### src/rtl/sccg_pkg.sv
// sccg_pkg: offsets, fields, reset values and helpers of the
// system clock generation block.
// assumes core_clk stands for the fastest internal rate (2x csb).
`default_nettype none
package sccg_pkg;
    // register byte offsets
    localparam logic [7:0] REG_RCW    = 8'h00;
    localparam logic [7:0] REG_OCC    = 8'h04;
    localparam logic [7:0] REG_LBC    = 8'h08;
    localparam logic [7:0] REG_SCC    = 8'h0C;
    localparam logic [7:0] REG_STATUS = 8'h10;
    // counts and widths
    localparam int NUM_PCI_OUT = 5;
    localparam int NUM_UNITS   = 9;
    localparam int NUM_RATIO   = 6;
    localparam int RCW_W       = 10;
    // reset config word fields
    localparam int RCW_SYSTEM_PLL_MULTIPLIER_LO  = 0;
    localparam int RCW_CORE_LO  = 4;
    localparam int RCW_MEMORY_CLOCK_MODE    = 8;
    localparam int RCW_LOCAL_BUS_CLOCK_MODE   = 9;
    // status fields
    localparam int ST_RATIO_LO  = 0;
    localparam int ST_RSVD      = 8;
    localparam int ST_HOST      = 9;
    localparam int ST_DIV       = 10;
    localparam int ST_SYNC_SEEN = 11;
    // unit clock modes
    typedef enum logic [1:0] {
        MODE_OFF, MODE_FULL, MODE_HALF, MODE_THIRD
    } sccg_mode_t;
    // local bus divide codes
    localparam logic [1:0] LBDIV_2 = 2'h0;
    localparam logic [1:0] LBDIV_4 = 2'h1;
    // reset values and multiplier codes
    localparam logic [NUM_PCI_OUT-1:0] OCC_RST = 5'h00;
    localparam logic [1:0]  LBC_RST = 2'h0;
    localparam logic [14:0] SCC_RST = 15'h7FFF;
    localparam logic [3:0]  SYSTEM_PLL_MULTIPLIER_X16  = 4'h0;
    localparam logic [3:0]  SYSTEM_PLL_MULTIPLIER_RSVD = 4'h1;

    // byte-lane merge for a register write
    function automatic logic [31:0] sccg_merge(
        input logic [31:0] old_v,
        input logic [31:0] new_v,
        input logic [3:0]  sel
    );
        logic [31:0] m;
        m = {{8{sel[3]}}, {8{sel[2]}}, {8{sel[1]}}, {8{sel[0]}}};
        return (old_v & ~m) | (new_v & m);
    endfunction

    // multiplier code to factor; reserved reads as zero
    function automatic logic [4:0] sccg_mult(input logic [3:0] code);
        logic [4:0] f;
        f = {1'b0, code};
        if (code == SYSTEM_PLL_MULTIPLIER_X16)
            f = 5'h10;
        else if (code == SYSTEM_PLL_MULTIPLIER_RSVD)
            f = 5'h00;
        return f;
    endfunction
endpackage
`default_nettype wire

### src/rtl/sccg_ratio.sv
// sccg_ratio: one unit clock enable at full, half or third of base.
// assumes base_en is a one-cycle pulse train from the csb divider.
`timescale 1ns/1ps
`default_nettype none
module sccg_ratio
    import sccg_pkg::*;
#(
    parameter sccg_mode_t RST_MODE = MODE_THIRD
)
(
    // clock and reset
    input  wire logic       core_clk,
    input  wire logic       sys_rst,
    // rate control
    input  wire logic       base_en,
    input  wire sccg_mode_t mode_in,
    // unit enable
    output var  logic       unit_en
);
    sccg_mode_t mode_r;
    logic [1:0] cnt_r;
    logic       unit_en_r;
    wire  [1:0] last_w = (mode_r == MODE_THIRD) ? 2'h2 :
                         (mode_r == MODE_HALF)  ? 2'h1 : 2'h0;
    wire        wrap_w = base_en && (cnt_r == last_w);

    // new mode only taken at a period end: no short pulse
    always_ff @(posedge core_clk)
    begin
        if (sys_rst)
        begin
            mode_r <= RST_MODE;
            cnt_r  <= 2'h0;
        end
        else if (wrap_w)
        begin
            mode_r <= mode_in;
            cnt_r  <= 2'h0;
        end
        else if (base_en)
            cnt_r <= cnt_r + 2'h1;
    end

    // one pulse at the start of each period
    always_ff @(posedge core_clk)
    begin
        if (sys_rst)
            unit_en_r <= 1'b0;
        else
            unit_en_r <= base_en && cnt_r == 2'h0 && mode_r != MODE_OFF;
    end
    assign unit_en = unit_en_r;

    AST_MODE_AT_EDGE: assert property (@(posedge core_clk)
        disable iff (sys_rst) !$stable(mode_r) |-> cnt_r == 2'h0)
        else $error("unit mode changed inside a period");
    AST_OFF_SILENT: assert property (@(posedge core_clk)
        disable iff (sys_rst)
        $past(mode_r) == MODE_OFF |-> !unit_en_r)
        else $error("unit enable while clock off");
    AST_THIRD_GAP: assert property (@(posedge core_clk)
        disable iff (sys_rst)
        unit_en_r && mode_r == MODE_THIRD |=> !unit_en_r [*2])
        else $error("third-rate pulses too close");
endmodule
`default_nettype wire

### src/rtl/sccg_top.sv
// sccg_top: clock selection, dividers, pin clocks and unit clock
// enables, with registers on a classic Wishbone slave.
// assumes pin inputs are synchronous to core_clk and that core_clk
// stands for twice the system bus rate.
//
// Added by the designer: the Wishbone register port and the address map.
`timescale 1ns/1ps
`default_nettype none
module sccg_top
    import sccg_pkg::*;
(
    // clock and reset
    input  wire logic                   core_clk,
    input  wire logic                   sys_rst,
    // wishbone slave
    input  wire logic                   wb_cyc_i,
    input  wire logic                   wb_stb_i,
    input  wire logic                   wb_we_i,
    input  wire logic [7:0]             wb_adr_i,
    input  wire logic [3:0]             wb_sel_i,
    input  wire logic [31:0]            wb_dat_i,
    output var  logic [31:0]            wb_dat_o,
    output var  logic                   wb_ack_o,
    // straps
    input  wire logic                   pci_host_strap,
    input  wire logic                   input_divide_strap,
    input  wire logic [RCW_W-1:0]       reset_config_word_low,
    // clock pins in
    input  wire logic                   primary_clock_in,
    input  wire logic                   pci_clock_in,
    input  wire logic                   pci_sync_in,
    // pci clock pins out
    output var  logic                   pci_sync_output,
    output var  logic [NUM_PCI_OUT-1:0] pci_clock_output_n,
    // memory and local bus clocks
    output var  logic                   memory_bus_clock_out,
    output var  logic                   memory_bus_clock_out_n,
    output var  logic                   ddr_data_en,
    output var  logic                   local_bus_sync_output,
    output var  logic [2:0]             local_bus_clock_outputs,
    // internal clock enables
    output var  logic                   csb_clk_en,
    output var  logic [NUM_UNITS-1:0]   unit_clk_en
);
    // captured straps and config word
    logic                   loaded_r;
    logic                   host_r;
    logic                   div_r;
    logic [3:0]             system_pll_multiplier_r;
    logic [3:0]             core_pll_multiplier_r;
    logic                   memory_clock_mode_r;
    logic                   local_bus_clock_mode_r;
    // software registers
    logic [NUM_PCI_OUT-1:0] occ_r;
    logic [1:0]             lbc_r;
    logic [14:0]            scc_r;
    logic [5:0]             ratio_r;
    logic                   sync_seen_r;
    // clock generation state
    logic                   prim_d_r;
    logic                   half_r;
    logic                   sync_d_r;
    logic                   pci_sync_out_r;
    logic [NUM_PCI_OUT-1:0] pci_clk_out_r;
    logic                   csb_en_r;
    logic                   mck_r;
    logic                   mck_n_r;
    logic                   ddr_data_en_r;
    logic [1:0]             lb_cnt_r;
    logic                   lb_clk_r;
    logic [2:0]             lb_outs_r;
    // bus
    logic                   ack_r;
    logic [31:0]            dat_r;

    // source select by strap
    wire prim_sel_w = host_r ? primary_clock_in
                             : pci_clock_in;
    wire prim_rise_w = prim_sel_w && !prim_d_r;
    wire sync_rise_w = pci_sync_in && !sync_d_r;

    // rate selects from the config word and the local bus divide register
    wire ddr_en_w  = memory_clock_mode_r  ? 1'b1 : csb_en_r;
    wire lbiu_en_w = local_bus_clock_mode_r ? 1'b1 : csb_en_r;
    wire [1:0] lb_last_w = (lbc_r == LBDIV_2) ? 2'h0 :
                           (lbc_r == LBDIV_4) ? 2'h1 : 2'h3;
    wire lb_wrap_w = lbiu_en_w && lb_cnt_r == lb_last_w;

    // system bus ratio, reserved code shows as zero ratio
    wire [4:0] mult_w = sccg_mult(system_pll_multiplier_r);
    wire [5:0] ratio_nxt = div_r ? {mult_w, 1'b0}
                                 : {1'b0, mult_w};

    // bus decode
    wire bus_req_w = wb_cyc_i && wb_stb_i;
    wire wr_fire_w = bus_req_w && wb_we_i && ack_r;
    wire wr_occ_w  = wr_fire_w && wb_adr_i == REG_OCC;
    wire wr_lbc_w  = wr_fire_w && wb_adr_i == REG_LBC;
    wire wr_scc_w  = wr_fire_w && wb_adr_i == REG_SCC;
    wire [31:0] rcw_v = {22'h0, local_bus_clock_mode_r, memory_clock_mode_r, core_pll_multiplier_r, system_pll_multiplier_r};
    wire [31:0] occ_v = {27'h0, occ_r};
    wire [31:0] lbc_v = {30'h0, lbc_r};
    wire [31:0] scc_v = {17'h0, scc_r};
    wire [31:0] st_v  = {20'h0, sync_seen_r, div_r, host_r,
                         system_pll_multiplier_r == SYSTEM_PLL_MULTIPLIER_RSVD, 2'h0, ratio_r};
    wire [31:0] rd_mux_w = (wb_adr_i == REG_RCW)    ? rcw_v :
                           (wb_adr_i == REG_OCC)    ? occ_v :
                           (wb_adr_i == REG_LBC)    ? lbc_v :
                           (wb_adr_i == REG_SCC)    ? scc_v :
                           (wb_adr_i == REG_STATUS) ? st_v  : 32'h0;
    wire [31:0] occ_m = sccg_merge(occ_v, wb_dat_i, wb_sel_i);
    wire [31:0] lbc_m = sccg_merge(lbc_v, wb_dat_i, wb_sel_i);
    wire [31:0] scc_m = sccg_merge(scc_v, wb_dat_i, wb_sel_i);

    // straps and config word caught one cycle after reset release
    always_ff @(posedge core_clk)
    begin
        if (sys_rst)
        begin
            loaded_r  <= 1'b0;
            host_r    <= 1'b0;
            div_r     <= 1'b0;
            system_pll_multiplier_r    <= 4'h0;
            core_pll_multiplier_r <= 4'h0;
            memory_clock_mode_r   <= 1'b0;
            local_bus_clock_mode_r  <= 1'b0;
        end
        else if (!loaded_r)
        begin
            loaded_r  <= 1'b1;
            host_r    <= pci_host_strap;
            div_r     <= input_divide_strap;
            system_pll_multiplier_r    <= reset_config_word_low[RCW_SYSTEM_PLL_MULTIPLIER_LO +: 4];
            core_pll_multiplier_r <= reset_config_word_low[RCW_CORE_LO +: 4];
            memory_clock_mode_r   <= reset_config_word_low[RCW_MEMORY_CLOCK_MODE];
            local_bus_clock_mode_r  <= reset_config_word_low[RCW_LOCAL_BUS_CLOCK_MODE];
        end
    end

    // software registers; defaults hold until written
    always_ff @(posedge core_clk)
    begin
        if (sys_rst)
        begin
            occ_r <= OCC_RST;
            lbc_r <= LBC_RST;
            scc_r <= SCC_RST;
        end
        else
        begin
            if (wr_occ_w)
                occ_r <= occ_m[NUM_PCI_OUT-1:0];
            if (wr_lbc_w)
                lbc_r <= lbc_m[1:0];
            if (wr_scc_w)
                scc_r <= scc_m[14:0];
        end
    end

    // status: ratio and whether the sync loop shows edges
    always_ff @(posedge core_clk)
    begin
        if (sys_rst)
        begin
            ratio_r     <= 6'h00;
            sync_d_r    <= 1'b0;
            sync_seen_r <= 1'b0;
        end
        else
        begin
            ratio_r  <= ratio_nxt;
            sync_d_r <= pci_sync_in;
            if (sync_rise_w && host_r)
                sync_seen_r <= 1'b1;
        end
    end

    // pci divider and output muxes; quiet in agent mode
    always_ff @(posedge core_clk)
    begin
        if (sys_rst)
        begin
            prim_d_r       <= 1'b0;
            half_r         <= 1'b0;
            pci_sync_out_r <= 1'b0;
            pci_clk_out_r  <= '0;
        end
        else
        begin
            prim_d_r <= prim_sel_w;
            if (prim_rise_w)
                half_r <= !half_r;
            pci_sync_out_r <= host_r && (div_r ? half_r
                                               : prim_sel_w);
            for (int i = 0; i < NUM_PCI_OUT; i++)
                pci_clk_out_r[i] <= host_r && (occ_r[i] ? half_r
                                                        : prim_sel_w);
        end
    end

    // csb enable and memory clock pair; always out of phase
    always_ff @(posedge core_clk)
    begin
        if (sys_rst)
        begin
            csb_en_r      <= 1'b0;
            mck_r         <= 1'b0;
            mck_n_r       <= 1'b1;
            ddr_data_en_r <= 1'b0;
        end
        else
        begin
            csb_en_r      <= loaded_r && !csb_en_r;
            ddr_data_en_r <= loaded_r && ddr_en_w;
            if (loaded_r && ddr_en_w)
            begin
                mck_r   <= !mck_r;
                mck_n_r <= mck_r;
            end
        end
    end

    // local bus divider; a new divide is compared at once, inside the current period
    always_ff @(posedge core_clk)
    begin
        if (sys_rst)
        begin
            lb_cnt_r  <= 2'h0;
            lb_clk_r  <= 1'b0;
            lb_outs_r <= 3'h0;
        end
        else
        begin
            if (!loaded_r)
                lb_cnt_r <= 2'h0;
            else if (lb_wrap_w)
            begin
                lb_cnt_r <= 2'h0;
                lb_clk_r <= !lb_clk_r;
            end
            else if (lbiu_en_w)
                lb_cnt_r <= lb_cnt_r + 2'h1;
            lb_outs_r <= {3{lb_clk_r}};
        end
    end

    // unit clock enables: six ratio units, then PCI1, PCI2, DMA
    for (genvar u = 0; u < NUM_UNITS; u++)
    begin : g_unit
        localparam bit IS_RATIO = (u < NUM_RATIO);
        wire sccg_mode_t mode_w = IS_RATIO
            ? sccg_mode_t'(scc_r[2*u +: 2])
            : (scc_r[2*NUM_RATIO + u - NUM_RATIO] ? MODE_FULL
                                                  : MODE_OFF);
        sccg_ratio #(
            .RST_MODE (IS_RATIO ? MODE_THIRD : MODE_FULL)
        ) u_ratio (
            .core_clk (core_clk),
            .sys_rst  (sys_rst),
            .base_en  (csb_en_r),
            .mode_in  (mode_w),
            .unit_en  (unit_clk_en[u])
        );
    end

    // wishbone: ack one cycle after the request, dropped next cycle
    always_ff @(posedge core_clk)
    begin
        if (sys_rst)
        begin
            ack_r <= 1'b0;
            dat_r <= 32'h0;
        end
        else
        begin
            ack_r <= bus_req_w && !ack_r;
            if (bus_req_w && !ack_r)
                dat_r <= rd_mux_w;                   // unmapped reads zero
        end
    end

    // outputs straight from flops
    assign wb_ack_o                = ack_r;
    assign wb_dat_o                = dat_r;
    assign pci_sync_output         = pci_sync_out_r;
    assign pci_clock_output_n      = pci_clk_out_r;
    assign memory_bus_clock_out    = mck_r;
    assign memory_bus_clock_out_n  = mck_n_r;
    assign ddr_data_en             = ddr_data_en_r;
    assign local_bus_sync_output   = lb_clk_r;
    assign local_bus_clock_outputs = lb_outs_r;
    assign csb_clk_en              = csb_en_r;

    AST_HOST_SOURCE: assert property (@(posedge core_clk)
        disable iff (sys_rst)
        loaded_r && host_r && !occ_r[0] && $stable(occ_r)
        |=> pci_clk_out_r[0] == $past(primary_clock_in))
        else $error("host pci clock not from primary input");
    AST_AGENT_QUIET: assert property (@(posedge core_clk)
        disable iff (sys_rst)
        loaded_r && !host_r |=> !pci_sync_out_r && pci_clk_out_r == '0)
        else $error("pci clock outputs driven in agent mode");
    AST_SYNC_HALF: assert property (@(posedge core_clk)
        disable iff (sys_rst)
        loaded_r && host_r && div_r |=> pci_sync_out_r == $past(half_r))
        else $error("sync output not the halved clock");
    AST_MCK_PAIR: assert property (@(posedge core_clk)
        disable iff (sys_rst) mck_r != mck_n_r)
        else $error("memory clock pair not complementary");
    AST_DDR_RATE: assert property (@(posedge core_clk)
        disable iff (sys_rst)
        loaded_r && memory_clock_mode_r ##1 loaded_r |-> ddr_data_en_r [*2])
        else $error("double memory rate not every cycle");
    AST_LB_DIV2: assert property (@(posedge core_clk)
        disable iff (sys_rst)
        (loaded_r && local_bus_clock_mode_r && lbc_r == LBDIV_2) [*3]
        |=> lb_clk_r != $past(lb_clk_r))
        else $error("local bus half rate not toggling");
    AST_RCW_HOLD: assert property (@(posedge core_clk)
        disable iff (sys_rst)
        $past(loaded_r) |-> $stable(system_pll_multiplier_r) && $stable(core_pll_multiplier_r))
        else $error("config word changed after load");
    AST_X16_RATIO: assert property (@(posedge core_clk)
        disable iff (sys_rst)
        loaded_r && system_pll_multiplier_r == SYSTEM_PLL_MULTIPLIER_X16 ##1 $stable(system_pll_multiplier_r)
        |-> ratio_r == (div_r ? 6'h20 : 6'h10))
        else $error("code zero not times sixteen");
    AST_SCC_DEFAULT: assert property (@(posedge core_clk)
        $past(sys_rst) |-> scc_r == SCC_RST)
        else $error("unit clock defaults wrong after reset");
    COV_HOST_HALF: cover property (@(posedge core_clk)
        host_r && div_r && $rose(pci_sync_out_r));
    COV_SCC_WRITE: cover property (@(posedge core_clk) wr_scc_w);
    COV_LB_DIV8: cover property (@(posedge core_clk)
        lbc_r == 2'h2 && lb_wrap_w);
endmodule
`default_nettype wire

### config.mk
export PLATFORM = sky130hd
export DESIGN_NAME = sccg_top
export DESIGN_NICKNAME = d
export VERILOG_FILES = /design/src/rtl/sccg_pkg.sv /design/src/rtl/sccg_ratio.sv /design/src/rtl/sccg_top.sv
export SDC_FILE = /design/constraint.sdc
export NUM_CORES = 1
export LEC_CHECK = 0
export BUFFER_PORTS_ARGS = -buffer_cell sky130_fd_sc_hd__buf_2
export CAP_MARGIN = 10
export CORE_UTILIZATION = 54
export DETAILED_ROUTE_END_ITERATION = 7
export PLACE_DENSITY = 0.91
export SKIP_LAST_GASP = 1
export SLEW_MARGIN = 10
export SYNTH_ARGS = -nofsm -noshare
export SYNTH_HDL_FRONTEND = slang
export SYNTH_SLANG_ARGS = --single-unit
### constraint.sdc
create_clock -name core_clk -period 2.25 [get_ports core_clk]
set_input_delay 0.45 -clock core_clk [delete_from_list [all_inputs] [get_ports core_clk]]
set_output_delay 0.45 -clock core_clk [all_outputs]
set_load 0.01 [all_outputs]
Yosys cells after proc, flatten, opt, wreduce, memory -nomap -nowiden:

Index checks and enable logic that the tools add are counted.

* muxes and demuxes: 41
* shift operators: 0
* div/mod/pow operators: 0
* order comparisons: 0
* $add $sub $neg: 10
* bitwise operators: 10
* reductions and logical operators: 87
* equality and inequality tests: 34
* multipliers: 0

Operators by type and width (number)
* $mux W15: 4
* $logic_and A1 B1 Y1: 46
* $eq A2 B2 Y1 const B: 18
* $and A15 B15 Y15: 2
* $mux W1: 22
* $mux W2: 11
* $reduce_or A2 Y1: 11
* $add A2 B1 Y2 const B: 10
* $eq A2 B2 Y1: 10
* $logic_not A2 Y1: 10
* $reduce_bool A2 Y1: 9
* $eq A8 B4 Y1 const B: 2
* $not A15 Y15: 1
* $or A15 B15 Y15: 1
* $mux W12: 1
* $mux W5: 2
* $eq A8 B3 Y1 const B: 1
* $eq A8 B5 Y1 const B: 1
* $logic_not A8 Y1: 1
* $logic_not A1 Y1: 7
* $and A5 B5 Y5: 1
* $or A5 B5 Y5: 1
* $eq A4 B1 Y1 const B: 1
* $logic_not A4 Y1: 1
* other kinds (7): 8

* input port bits: 64
* RAM bits: 0
* latch bits: 0
* bits in registers: 137
* memories: 0
* output and inout port bits: 56
* logic and storage cells: 237
* ROM bits: 0

Depth between registers and ports, before layout:

Gate-level depths: netlist (run 1).

* depth in word-level cells: 6
* depth in mapped cells: 6
* gate-level depth less buffers: 6

Hierarchy:

Synthesis (run 1) repeated with hierarchy kept, for this count alone.

* cells, all modules: 656
* area total of the unflattened synthesis: 6237.2 sq um

Modules (own cells, without submodules)
* sccg_top: cells each 344, area each 3211.8 sq um, sequential area each 1501.4 sq um, instances 1
* sccg_ratio at g_unit[0].u_ratio ...: cells each 34, area each 345.3 sq um, sequential area each 100.1 sq um, instances 6
* sccg_ratio at g_unit[6].u_ratio ...: cells each 36, area each 317.8 sq um, sequential area each 100.1 sq um, instances 3

Worst setup path before layout (run 1):

No wires, ideal clock.

* kind: input to register
* start point: in wb_adr_i[1]
* end point: reg (tool-made name)
* stages: 5
* setup slack: 0.347 ns
* data arrival time: 1.771 ns
* buffers on the path: 1
* required time: 2.118 ns
* library setup time: 0.132 ns
* path through: or4_4 > buf_6 > or4_1 > o21ai_1 > a21oi_1

RTL lines
* start: declaration: line sccg_top.sv:19 `input wire logic [7:0] wb_adr_i,`

Worst setup path after layout (run 1):

* start point: reg csb_en_r, in the netlist csb_clk_en
* end point: out csb_clk_en

RTL lines
* start: declaration: line sccg_top.sv:65 `logic csb_en_r;`
* start signal: assignment: line sccg_top.sv:213 `csb_en_r <= loaded_r && !csb_en_r;`
* end: declaration: line sccg_top.sv:42 `output var logic csb_clk_en,`

No word-level cell between the ends.

==> impl_metrics.env, run 1 <==
export IMPL_status="completed"
export IMPL_final_hold_viol_count=0
export IMPL_syn_avg_cell_area_um2=8.80
export IMPL_regToRegEndpoint="wb_dat_o[8]$_SDFFE_PP0P_"
export IMPL_die_h_um=102
export IMPL_synthFlopType="dfxtp_1"
export IMPL_hold_ws_ns=0.139
export IMPL_firstDrtPassIters=5
export IMPL_tns_ns=0
export IMPL_io_buffers=83
export IMPL_wl_per_cell_um=16.8
export IMPL_gr_usage_all_layers_pct=28.3
export IMPL_grt_util_met1_pct=34.1
export IMPL_comb_power_share_pct=7.3
export IMPL_p_int_uw=4020
export IMPL_dp_hpwl_mm=9.00
export IMPL_drive_gt1_share_pct=19.5
export IMPL_arrival_ns=1.56
export IMPL_tightest_slew_ns=0.633
export IMPL_worstPathMaxFanout=48
export IMPL_drt_iter0_drc=350
export IMPL_start_util_pct=55.2
export IMPL_fin_nets=752
export IMPL_endpoint_kind="output pin"
export IMPL_pwr_share_seq_pct=41.5
export IMPL_crit_required_ns=1.80
export IMPL_p_sw_share_pct=23.8
export IMPL_power_density_nw_per_um2=828
export IMPL_ff2ff_setup_slack_ns=0.45
export IMPL_postCtsHoldBufs=0
export IMPL_die_area_um2=10400
export IMPL_rsz0062_at_grt="false"
export IMPL_rr_startpoint="system_pll_multiplier_r[3]$_SDFFE_PP0N_"
export IMPL_ios=120
export IMPL_nFillCells=737
export IMPL_cap_viol_max_count=0
export IMPL_grt_pass1_wl_mm=22.5
export IMPL_numCtsBuffers=17
export IMPL_detail_route_antenna_nets=0
export IMPL_synth_top_family_by_area="simple AND/OR/NAND/NOR gates"
export IMPL_endpoint="csb_clk_en"
export IMPL_drc=0
export IMPL_ctsResizeCount=0
export IMPL_slew_violations=0
export IMPL_first_global_vias=4655
export IMPL_synth_xor_area_share_pct=1.63
export IMPL_r2r_cells=4
export IMPL_syn_cell_area_um2=5380
export IMPL_grt_max_degree=49
export IMPL_ys_warnings_count=0
export IMPL_start_kind="flip-flop"
export IMPL_cts_tree="yes"
export IMPL_clk_latency_ns=0.53
export IMPL_leakagePower_uw=0.00266
export IMPL_synthCells=611
export IMPL_area_growth_pct=18.5
export IMPL_synth_seq_cells=117
export IMPL_grtUsageMet3_pct=7.87
export IMPL_gp_congestion=0.917
export IMPL_max_freq_mhz=497
export IMPL_slew_headroom_pct=57.4
export IMPL_crit_start="csb_clk_en$_SDFF_PP0_"
export IMPL_period_minus_slack_ns=2.01
export IMPL_grt_overflow_total=0
export IMPL_async_flop_share_pct=0
export IMPL_clkTransAtPathRegs_ns=0.06
export IMPL_dieWidth_um=102
export IMPL_synthMuxAreaShare_pct=6.70
export IMPL_yosysUniqueCellTypes=62
export IMPL_clk_path_buf_depth=2
export IMPL_postRouteWirelength_mm=13.8
export IMPL_grt_use_met2_pct=47.1
export IMPL_cts_root_buffer="clkbuf_8"
export IMPL_ir_drop_uv=647
export IMPL_yosys_area_share_simple_pct=19.6
export IMPL_post_cts_buffers=0
export IMPL_synth_fa_ha_area_share_pct=2.09
export IMPL_rows=36
export IMPL_synth_compound_area_share_pct=17.6
export IMPL_ys_seq_area_share_pct=43.6
export IMPL_clock_power_share_pct=51.3
export IMPL_vias=4873
export IMPL_top_usage_layer="met2"
export IMPL_synth_edf_count=0
export IMPL_setup_viol=0
export IMPL_antenna_found_initial=0
export IMPL_n_antenna_cell=0
export IMPL_core_area_um2=9730
export IMPL_clock_sinks=117
export IMPL_finalCritPeriodShare_pct=89.5
export IMPL_via_per_inst=5.91
export IMPL_worstSetupPathType="reg -> out"
export IMPL_switchingPower_uw=1260
export IMPL_finClkSkew_ns=0.00782
export IMPL_htree_num_levels=4
export IMPL_layout_commonest_cell="dfxtp_1"
export IMPL_layout_common_cells="dfxtp_1 (117), buf_2 (83), nor2_1 (61)"
export IMPL_min_path_type="in -> reg"
==> cells by family after synthesis <==
family / after synthesis
AO/OA/AOI/OAI: 136
XOR/XNOR: 10
adder cells (fa/ha/maj): 9
buffers and inverters: 94
flip-flops: 117
multiplexers: 36
other: 1
AND/OR/NAND/NOR: 208
==> per-stage QoR <==
stage,setup WS (ns),total power (uW),area [um^2],util [%],instances
final,0.236,5270,6370,65.5,825
after global routing,0.205,5430,6370,65.5,825
after CTS,0.257,5270,6370,65.5,825
after detailed placement,0.191,2600,5770,59.3,793
after global placement,0.218,2580,5770,59.3,793
after floorplan,0.347,2490,5440,-,627
==> how the worst min path moves through the flow <==
| stage | start | endpoint | cells past startpoint |
|---|---|---|---|
| 2_1_floorplan | g_unit[8].u_ratio.mode_r[0]$_SDFFE_PP1P_ | g_unit[8].u_ratio.mode_r[0]$_SDFFE_PP1P_ | 2 |
| 3_3_place_gp | g_unit[8].u_ratio.mode_r[0]$_SDFFE_PP1P_ | g_unit[8].u_ratio.mode_r[0]$_SDFFE_PP1P_ | 2 |
| 3_5_place_dp | g_unit[6].u_ratio.mode_r[0]$_SDFFE_PP1P_ | g_unit[6].u_ratio.mode_r[0]$_SDFFE_PP1P_ | 2 |
| 4_1_cts | wb_dat_i[12] | flip-flop | 3 |
| 5_1_grt | wb_dat_i[12] | flip-flop | 3 |
| 6_report | wb_dat_i[12] | flip-flop | 3 |
==> synth_stat cells (6+ instances only) <==
library cell,instances,area (um^2)
dfxtp_1,117,2340
a311o_1,6,60.1
o31a_1,7,61.3
o211ai_1,6,45.0
a21boi_0,6,45.0
buf_1,7,26.3
mux2i_1,36,360
a21oi_1,23,115
a22oi_1,8,60.1
nand3_1,47,235
clkbuf_1,24,90.1
a31oi_1,7,43.8
inv_1,29,109
xor2_1,10,87.6
buf_4,28,210
nor3_1,6,30.0
nor2_1,61,229
nor2b_1,8,50.1
o32ai_1,6,52.6
o21ai_0,26,130
ha_1,9,113
nand2_1,44,165
a22o_1,8,70.1
==> per-layer routing <==
metal	vias to the layer above	wire length, um
met5	-	0
met4	0	295
met3	32	1050
met2	255	6810
met1	2299	5700
li1	2287	-
==> layout make-up <==
type | count | area, um^2 | share of cell area (%)
clock buffer | 19 | 442 | 6.93
clock inverter | 13 | 155 | 2.44
inverter | 31 | 116 | 1.83
multi-input combinational | 416 | 2620 | 41.2
sequential | 117 | 2340 | 36.8
tap | 133 | 166 | 2.61
timing repair buffer | 96 | 526 | 8.25
==> critical path, cell delays in order, from the launching register on <==
cell,delay [ns]
dfxtp_1,0.35
buf_4,0.44
buf_2,0.25
==> power by group through the flow <==
stage	sequential, uW	clock (uW)	combinational, uW
after floorplan	2220	0	278
after global placement	2220	0	354
after detailed placement	2230	0	370
after CTS	2180	2710	379
after global routing	2190	2810	425
final	2190	2700	384
Power figures use the tool's default switching activity.
==> run 2: changes to the inputs <==
--- a/config.mk
+++ b/config.mk
@@ -5,11 +5,14 @@
 export SDC_FILE = /design/constraint.sdc
 export NUM_CORES = 1
 export LEC_CHECK = 0
+export ABC_AREA = 1
+export ABC_CLOCK_PERIOD_IN_PS = 2250
 export BUFFER_PORTS_ARGS = -buffer_cell sky130_fd_sc_hd__buf_2
 export CAP_MARGIN = 10
-export CORE_UTILIZATION = 54
+export CORE_UTILIZATION = 53
+export CTS_CLUSTER_DIAMETER = 200
 export DETAILED_ROUTE_END_ITERATION = 7
-export PLACE_DENSITY = 0.91
+export PLACE_DENSITY = 0.9
 export SKIP_LAST_GASP = 1
 export SLEW_MARGIN = 10
 export SYNTH_ARGS = -nofsm -noshare
==> impl_metrics.env, run 2 <==
export IMPL_status="completed"
export IMPL_nFillCells=722
export IMPL_max_freq_mhz=570
export IMPL_endpoint_kind="flip-flop"
export IMPL_setup_viol=0
export IMPL_clock_sinks=117
export IMPL_yosysMostFrequentCell="nand2_1"
export IMPL_worstPathCellList="nand4_1 -> nor2_1 -> buf_4 -> nand4_2 -> o21ai_0 -> a21oi_1"
export IMPL_die_h_um=99.5
export IMPL_cts_tree="yes"
export IMPL_total_power_uw=5330
export IMPL_postRouteWirelength_mm=12.1
export IMPL_detail_route_antenna_nets=0
export IMPL_layout_commonest_cell="nand2_1"
export IMPL_ir_drop_uv=649
export IMPL_die_area_um2=9900
export IMPL_finClkSkew_ns=0.00602
export IMPL_synthCells=667
export IMPL_leakagePower_uw=0.00289
export IMPL_wl_per_cell_um=13.7
export IMPL_grt_max_degree=52
export IMPL_first_global_vias=4463
export IMPL_htree_num_levels=4
export IMPL_synth_top_family_by_area="simple AND/OR/NAND/NOR gates"
export IMPL_hold_ws_ns=0.142
export IMPL_yosysUniqueCellTypes=33
export IMPL_tns_ns=0
export IMPL_synth_edf_count=0
export IMPL_place_area_um2=5430
export IMPL_dp_hpwl_mm=7.79
export IMPL_syn_cell_area_um2=5040
export IMPL_rsz0062_at_grt="false"
export IMPL_io_buffers=83
export IMPL_critPathMaxStageDelay_ns=0.36
export IMPL_synth_seq_cells=117
export IMPL_final_hold_viol_count=0
export IMPL_worstPathMaxFanout=11
export IMPL_ys_seq_area_share_pct=46.5
export IMPL_synth_area_leaders="dfxtp_1 (46%), nand2_1 (9.8%), a21oi_1 (7.0%), inv_1 (6.0%), nand3_1 (4.9%)"
export IMPL_gr_usage_all_layers_pct=25.9
export IMPL_dieWidth_um=99.5
export IMPL_firstDrtPassIters=6
export IMPL_ys_warnings_count=0
export IMPL_start_kind="flip-flop"
export IMPL_ios=120
export IMPL_layout_common_cells="nand2_1 (131), dfxtp_1 (117), buf_2 (83)"
export IMPL_grt_overflow_total=0
export IMPL_drt_iter0_drc=461
export IMPL_synth_xor_area_share_pct=0.695
export IMPL_antenna_found_initial=0
export IMPL_async_flop_share_pct=0
export IMPL_start_util_pct=54.5
export IMPL_slowest_stage="dfxtp_1"
export IMPL_n_antenna_cell=0
export IMPL_arrival_ns=2.14
export IMPL_core_area_um2=9240
export IMPL_syn_avg_cell_area_um2=7.55
export IMPL_crit_required_ns=2.64
export IMPL_post_cts_buffers=0
export IMPL_drive_gt1_share_pct=18.0
export IMPL_clkTransAtPathRegs_ns=0.06
export IMPL_cap_viol_max_count=0
export IMPL_synth_top_area_share_pct=46.5
export IMPL_min_path_type="in -> reg"
export IMPL_synth_top_cell_by_area="dfxtp_1"
export IMPL_grt_pass1_wl_mm=20.3
export IMPL_synth_compound_area_share_pct=15.8
export IMPL_vias=4699
export IMPL_clk_path_buf_depth=2
export IMPL_clk_latency_ns=0.51
export IMPL_worstSetupPathType="reg -> reg"
export IMPL_fin_nets=815
export IMPL_yosys_area_share_simple_pct=22.0
export IMPL_synthMuxAreaShare_pct=0
export IMPL_postCtsHoldBufs=0
export IMPL_rows=35
export IMPL_drc=0
export IMPL_slew_violations=0
export IMPL_area_growth_pct=19.9
export IMPL_power_density_nw_per_um2=883
export IMPL_tightest_slew_ns=0.657
export IMPL_finalCritPeriodShare_pct=77.9
export IMPL_cts_root_buffer="clkbuf_8"
export IMPL_numCtsBuffers=17
export IMPL_period_minus_slack_ns=1.75
export IMPL_synth_fa_ha_area_share_pct=2.23
export IMPL_gp_congestion=0.844
export IMPL_via_per_inst=5.32
export IMPL_ctsResizeCount=0
export IMPL_final_area_um2=6040
export IMPL_synthTopCellsByCount="nand2_1 (131), dfxtp_1 (117), inv_1 (80)"
export IMPL_slew_headroom_pct=56.2
export IMPL_synthFlopType="dfxtp_1"
## run 2: critical path: cells and delay by family (launching register included)
family | cells | cell delay [ns]
buffers and inverters | 1 | 0.21
AOI/OAI and AO/OA | 2 | 0.38
and+or+nand+nor | 3 | 0.67
DFF | 1 | 0.36
## run 2: report_power, final
group          total (uW)  leakage [uW]  internal [uW]  switching, uW
clock                2780      0.000303           1870            912
combinational         374       0.00163            130            244
sequential           2180      0.000954           2140           35.5
total                5330       0.00289           4140           1190
## run 2: layout make-up
type                            count  area (um^2)  area share [%]
Timing Repair Buffer               92          495            8.20
Tap cell                          129          161            2.67
Inverter                           84          315            5.22
Clock inverter                     10          153            2.53
Clock buffer                       21          459            7.60
Sequential cell                   117         2340            38.8
Multi-Input combinational cell    430         2120            35.0
## run 2: logic make-up (layout without fill, tap and decap cells)
logic type,count (synthesis),after routing
flops,117,117
buf+inv,136,207
simple gates,257,257
xor+xnor,4,4
other cells,1,17
fa+ha+maj,9,9
compound gates,143,143
## run 2: stage by stage
step	worst slack [ns]	util, %	cells
floorplan	0.788	-	683
global placement	0.402	58.8	852
detailed placement	0.350	58.8	852
CTS	0.518	65.4	883
global route	0.362	65.4	883
finish	0.497	65.4	883
## run 2: layer usage
| metal | up-vias | global-route usage, % | share of wire [%] |
|---|---|---|---|
| met5 | - | 0 | 0 |
| li1 | 2277 | - | - |
| met3 | 55 | 5.97 | 6.4 |
| met2 | 242 | 44.6 | 49 |
| met4 | 0 | 12.9 | 3.4 |
| met1 | 2125 | 30.2 | 41 |
## run 2: path summary, 6_finish.rpt
kind | slack (ns) | to | from | cells after the start
max reg2reg | 0.50 | flip-flop | wb_ack_o$_SDFF_PP0_ | 6
min | 0.14 | flip-flop | wb_dat_i[13] | 3
min reg2reg | 0.44 | g_unit[7].u_ratio.unit_en$_SDFF_PP0_ | g_unit[7].u_ratio.mode_r[0]$_SDFFE_PP1P_ | 2
max | 0.50 | flip-flop | wb_ack_o$_SDFF_PP0_ | 6
==> run 3: changes to the inputs <==
--- a/config.mk
+++ b/config.mk
@@ -6,13 +6,13 @@
 export NUM_CORES = 1
 export LEC_CHECK = 0
 export ABC_AREA = 1
-export ABC_CLOCK_PERIOD_IN_PS = 2250
+export ABC_CLOCK_PERIOD_IN_PS = 1500
 export BUFFER_PORTS_ARGS = -buffer_cell sky130_fd_sc_hd__buf_2
 export CAP_MARGIN = 10
-export CORE_UTILIZATION = 53
+export CORE_UTILIZATION = 48
 export CTS_CLUSTER_DIAMETER = 200
 export DETAILED_ROUTE_END_ITERATION = 7
-export PLACE_DENSITY = 0.9
+export PLACE_DENSITY = 0.87
 export SKIP_LAST_GASP = 1
 export SLEW_MARGIN = 10
 export SYNTH_ARGS = -nofsm -noshare
==> constraint.sdc (replaced) <==
create_clock -name core_clk -period 1.5 [get_ports core_clk]
set_input_delay 0.3 -clock core_clk [delete_from_list [all_inputs] [get_ports core_clk]]
set_output_delay 0.3 -clock core_clk [all_outputs]
set_load 0.01 [all_outputs]
==> impl_metrics.env, run 3 (synthesis results as in run 2) <==
export IMPL_ir_drop_uv=1130
export IMPL_min_path_type="in -> reg"
export IMPL_layout_commonest_cell="nand2_1"
export IMPL_total_power_uw=7850
export IMPL_cap_viol_max_count=0
export IMPL_crit_required_ns=1.20
export IMPL_dieWidth_um=104
export IMPL_hp_start="wb_dat_i[8]"
export IMPL_status="completed"
export IMPL_wl_met1_mm=5.14
export IMPL_seq_area_um2=2350
export IMPL_firstDrtPassIters=6
export IMPL_dr_max_layer_used="met4"
export IMPL_start_util_pct=49.2
export IMPL_rsz0062_at_grt="false"
export IMPL_start_kind="flip-flop"
export IMPL_met2WireLength_mm=6.09
export IMPL_grt_overflow_total=0
export IMPL_die_area_um2=10900
export IMPL_io_buffers=83
export IMPL_rows=37
export IMPL_setup_viol=0
export IMPL_crit_family="flip-flops"
export IMPL_cts_tree="yes"
export IMPL_power_density_nw_per_um2=1260
export IMPL_slew_violations=0
export IMPL_drt_iter0_drc=380
export IMPL_crit_start="csb_clk_en$_SDFF_PP0_"
export IMPL_gr_usage_all_layers_pct=24.1
export IMPL_leakagePower_uw=0.00298
export IMPL_via_per_inst=5.19
export IMPL_drc=0
export IMPL_htree_num_levels=4
export IMPL_die_h_um=104
export IMPL_n_antenna_cell=0
export IMPL_slowest_stage="dfxtp_4"
export IMPL_wl_met3_um=818
export IMPL_grt_pass1_wl_mm=20.7
export IMPL_gp_congestion=0.855
export IMPL_arrival_ns=1.15
export IMPL_multi_input_area_um2=2130
export IMPL_worstSetupPathType="reg -> out"
export IMPL_ios=120
export IMPL_detail_route_antenna_nets=0
export IMPL_antenna_found_initial=0
export IMPL_final_hold_viol_count=0
export IMPL_layout_common_cells="nand2_1 (131), dfxtp_1 (116), buf_2 (83)"
export IMPL_worstPathMaxFanout=5
export IMPL_fin_ws_ns=0.0548
export IMPL_critPathMaxStageDelay_ns=0.37
export IMPL_area_growth_pct=24.0
export IMPL_endpoint_kind="output pin"
export IMPL_worstPathCellList="buf_12 -> buf_2"
export IMPL_wl_per_cell_um=13.7
export IMPL_path_buf_inv=2
export IMPL_numCtsBuffers=17
export IMPL_finalCritPeriodShare_pct=96.3
export IMPL_finClkSkew_ns=0.00479
export IMPL_tns_ns=0
export IMPL_max_freq_mhz=692
export IMPL_grt_max_degree=27
export IMPL_fin_nets=837
export IMPL_clock_sinks=117
export IMPL_cts_root_buffer="clkbuf_8"
export IMPL_core_area_um2=10200
export IMPL_postRouteWirelength_mm=12.5
export IMPL_nFillCells=805
export IMPL_first_global_vias=4469
export IMPL_clk_latency_ns=0.52
export IMPL_rr_startpoint="csb_clk_en$_SDFF_PP0_"
export IMPL_period_minus_slack_ns=1.45
export IMPL_dp_hpwl_mm=8.22
export IMPL_clkTransAtPathRegs_ns=0.05
export IMPL_drive_gt1_share_pct=19.7
export IMPL_dp_slack_ns=-0.0668
export IMPL_clk_path_buf_depth=2
export IMPL_vias=4729
export IMPL_finish_utilization_pct=61.0
[run 3: cell types whose count changed in the layout (fill, tap and decap cells not counted), moves of 2 or more]
cell | before | now
clkbuf_1 | 1 | 3
dlygate4sd3_1 | 0 | 4
buf_4 | 8 | 24
clkinv_2 | 5 | 3
clkinvlp_4 | 1 | 3
[run 3: power breakdown]
part / total, uW / switching (uW) / internal [uW]
Sequential: 3260 / 49.7 / 3210
Clock: 3980 / 1380 / 2600
Combinational: 606 / 377 / 229
[run 3: timing repair]
action	in CTS	in global routing
hold buffers	4	0
endpoints found under the setup margin	1	5
setup buffers	1	0
cloned	1	0
hold endpoints to repair	4	0
resized for setup	5	2
[run 3: path summary, 6_finish.rpt]
kind / end / slack, ns / cells after the start
max: csb_clk_en / 0.05 / 2
min: flip-flop / 0.03 / 3
max reg2reg: g_unit[5].u_ratio.mode_r[1]$_SDFFE_PP1P_ / 0.15 / 6
min reg2reg: g_unit[8].u_ratio.unit_en$_SDFF_PP0_ / 0.44 / 2
[run 3: per-layer routing]
metal | vias up | track usage (%)
met5 | - | 0
met4 | 0 | 12.4
met3 | 43 | 6.83
met2 | 193 | 41.0
met1 | 2161 | 27.4
li1 | 2332 | -
[run 3: tightest hold or removal path: stages]
cell and delay [ns]:
buf_2 0.09, nand2_1 0.07, o211ai_2 0.05
[run 3: cell type report]
type | instances | share of cell area (%)
clock inverters | 9 | 2.04
inverters | 84 | 5.05
clock buffers | 22 | 7.25
flip-flops and latches | 117 | 37.6
repair buffers | 114 | 11.3
well taps | 136 | 2.72
multi-input cells | 430 | 34.0
[run 3: through the flow]
step,hold slack [ns],std cells,cell area [um^2]
final,0.0344,912,6250
after global routing,0.0248,912,6250
after CTS,0.0174,912,6240
after detailed placement,0.432,875,5560
after global placement,0.423,875,5560
after floorplan,0.413,683,5100
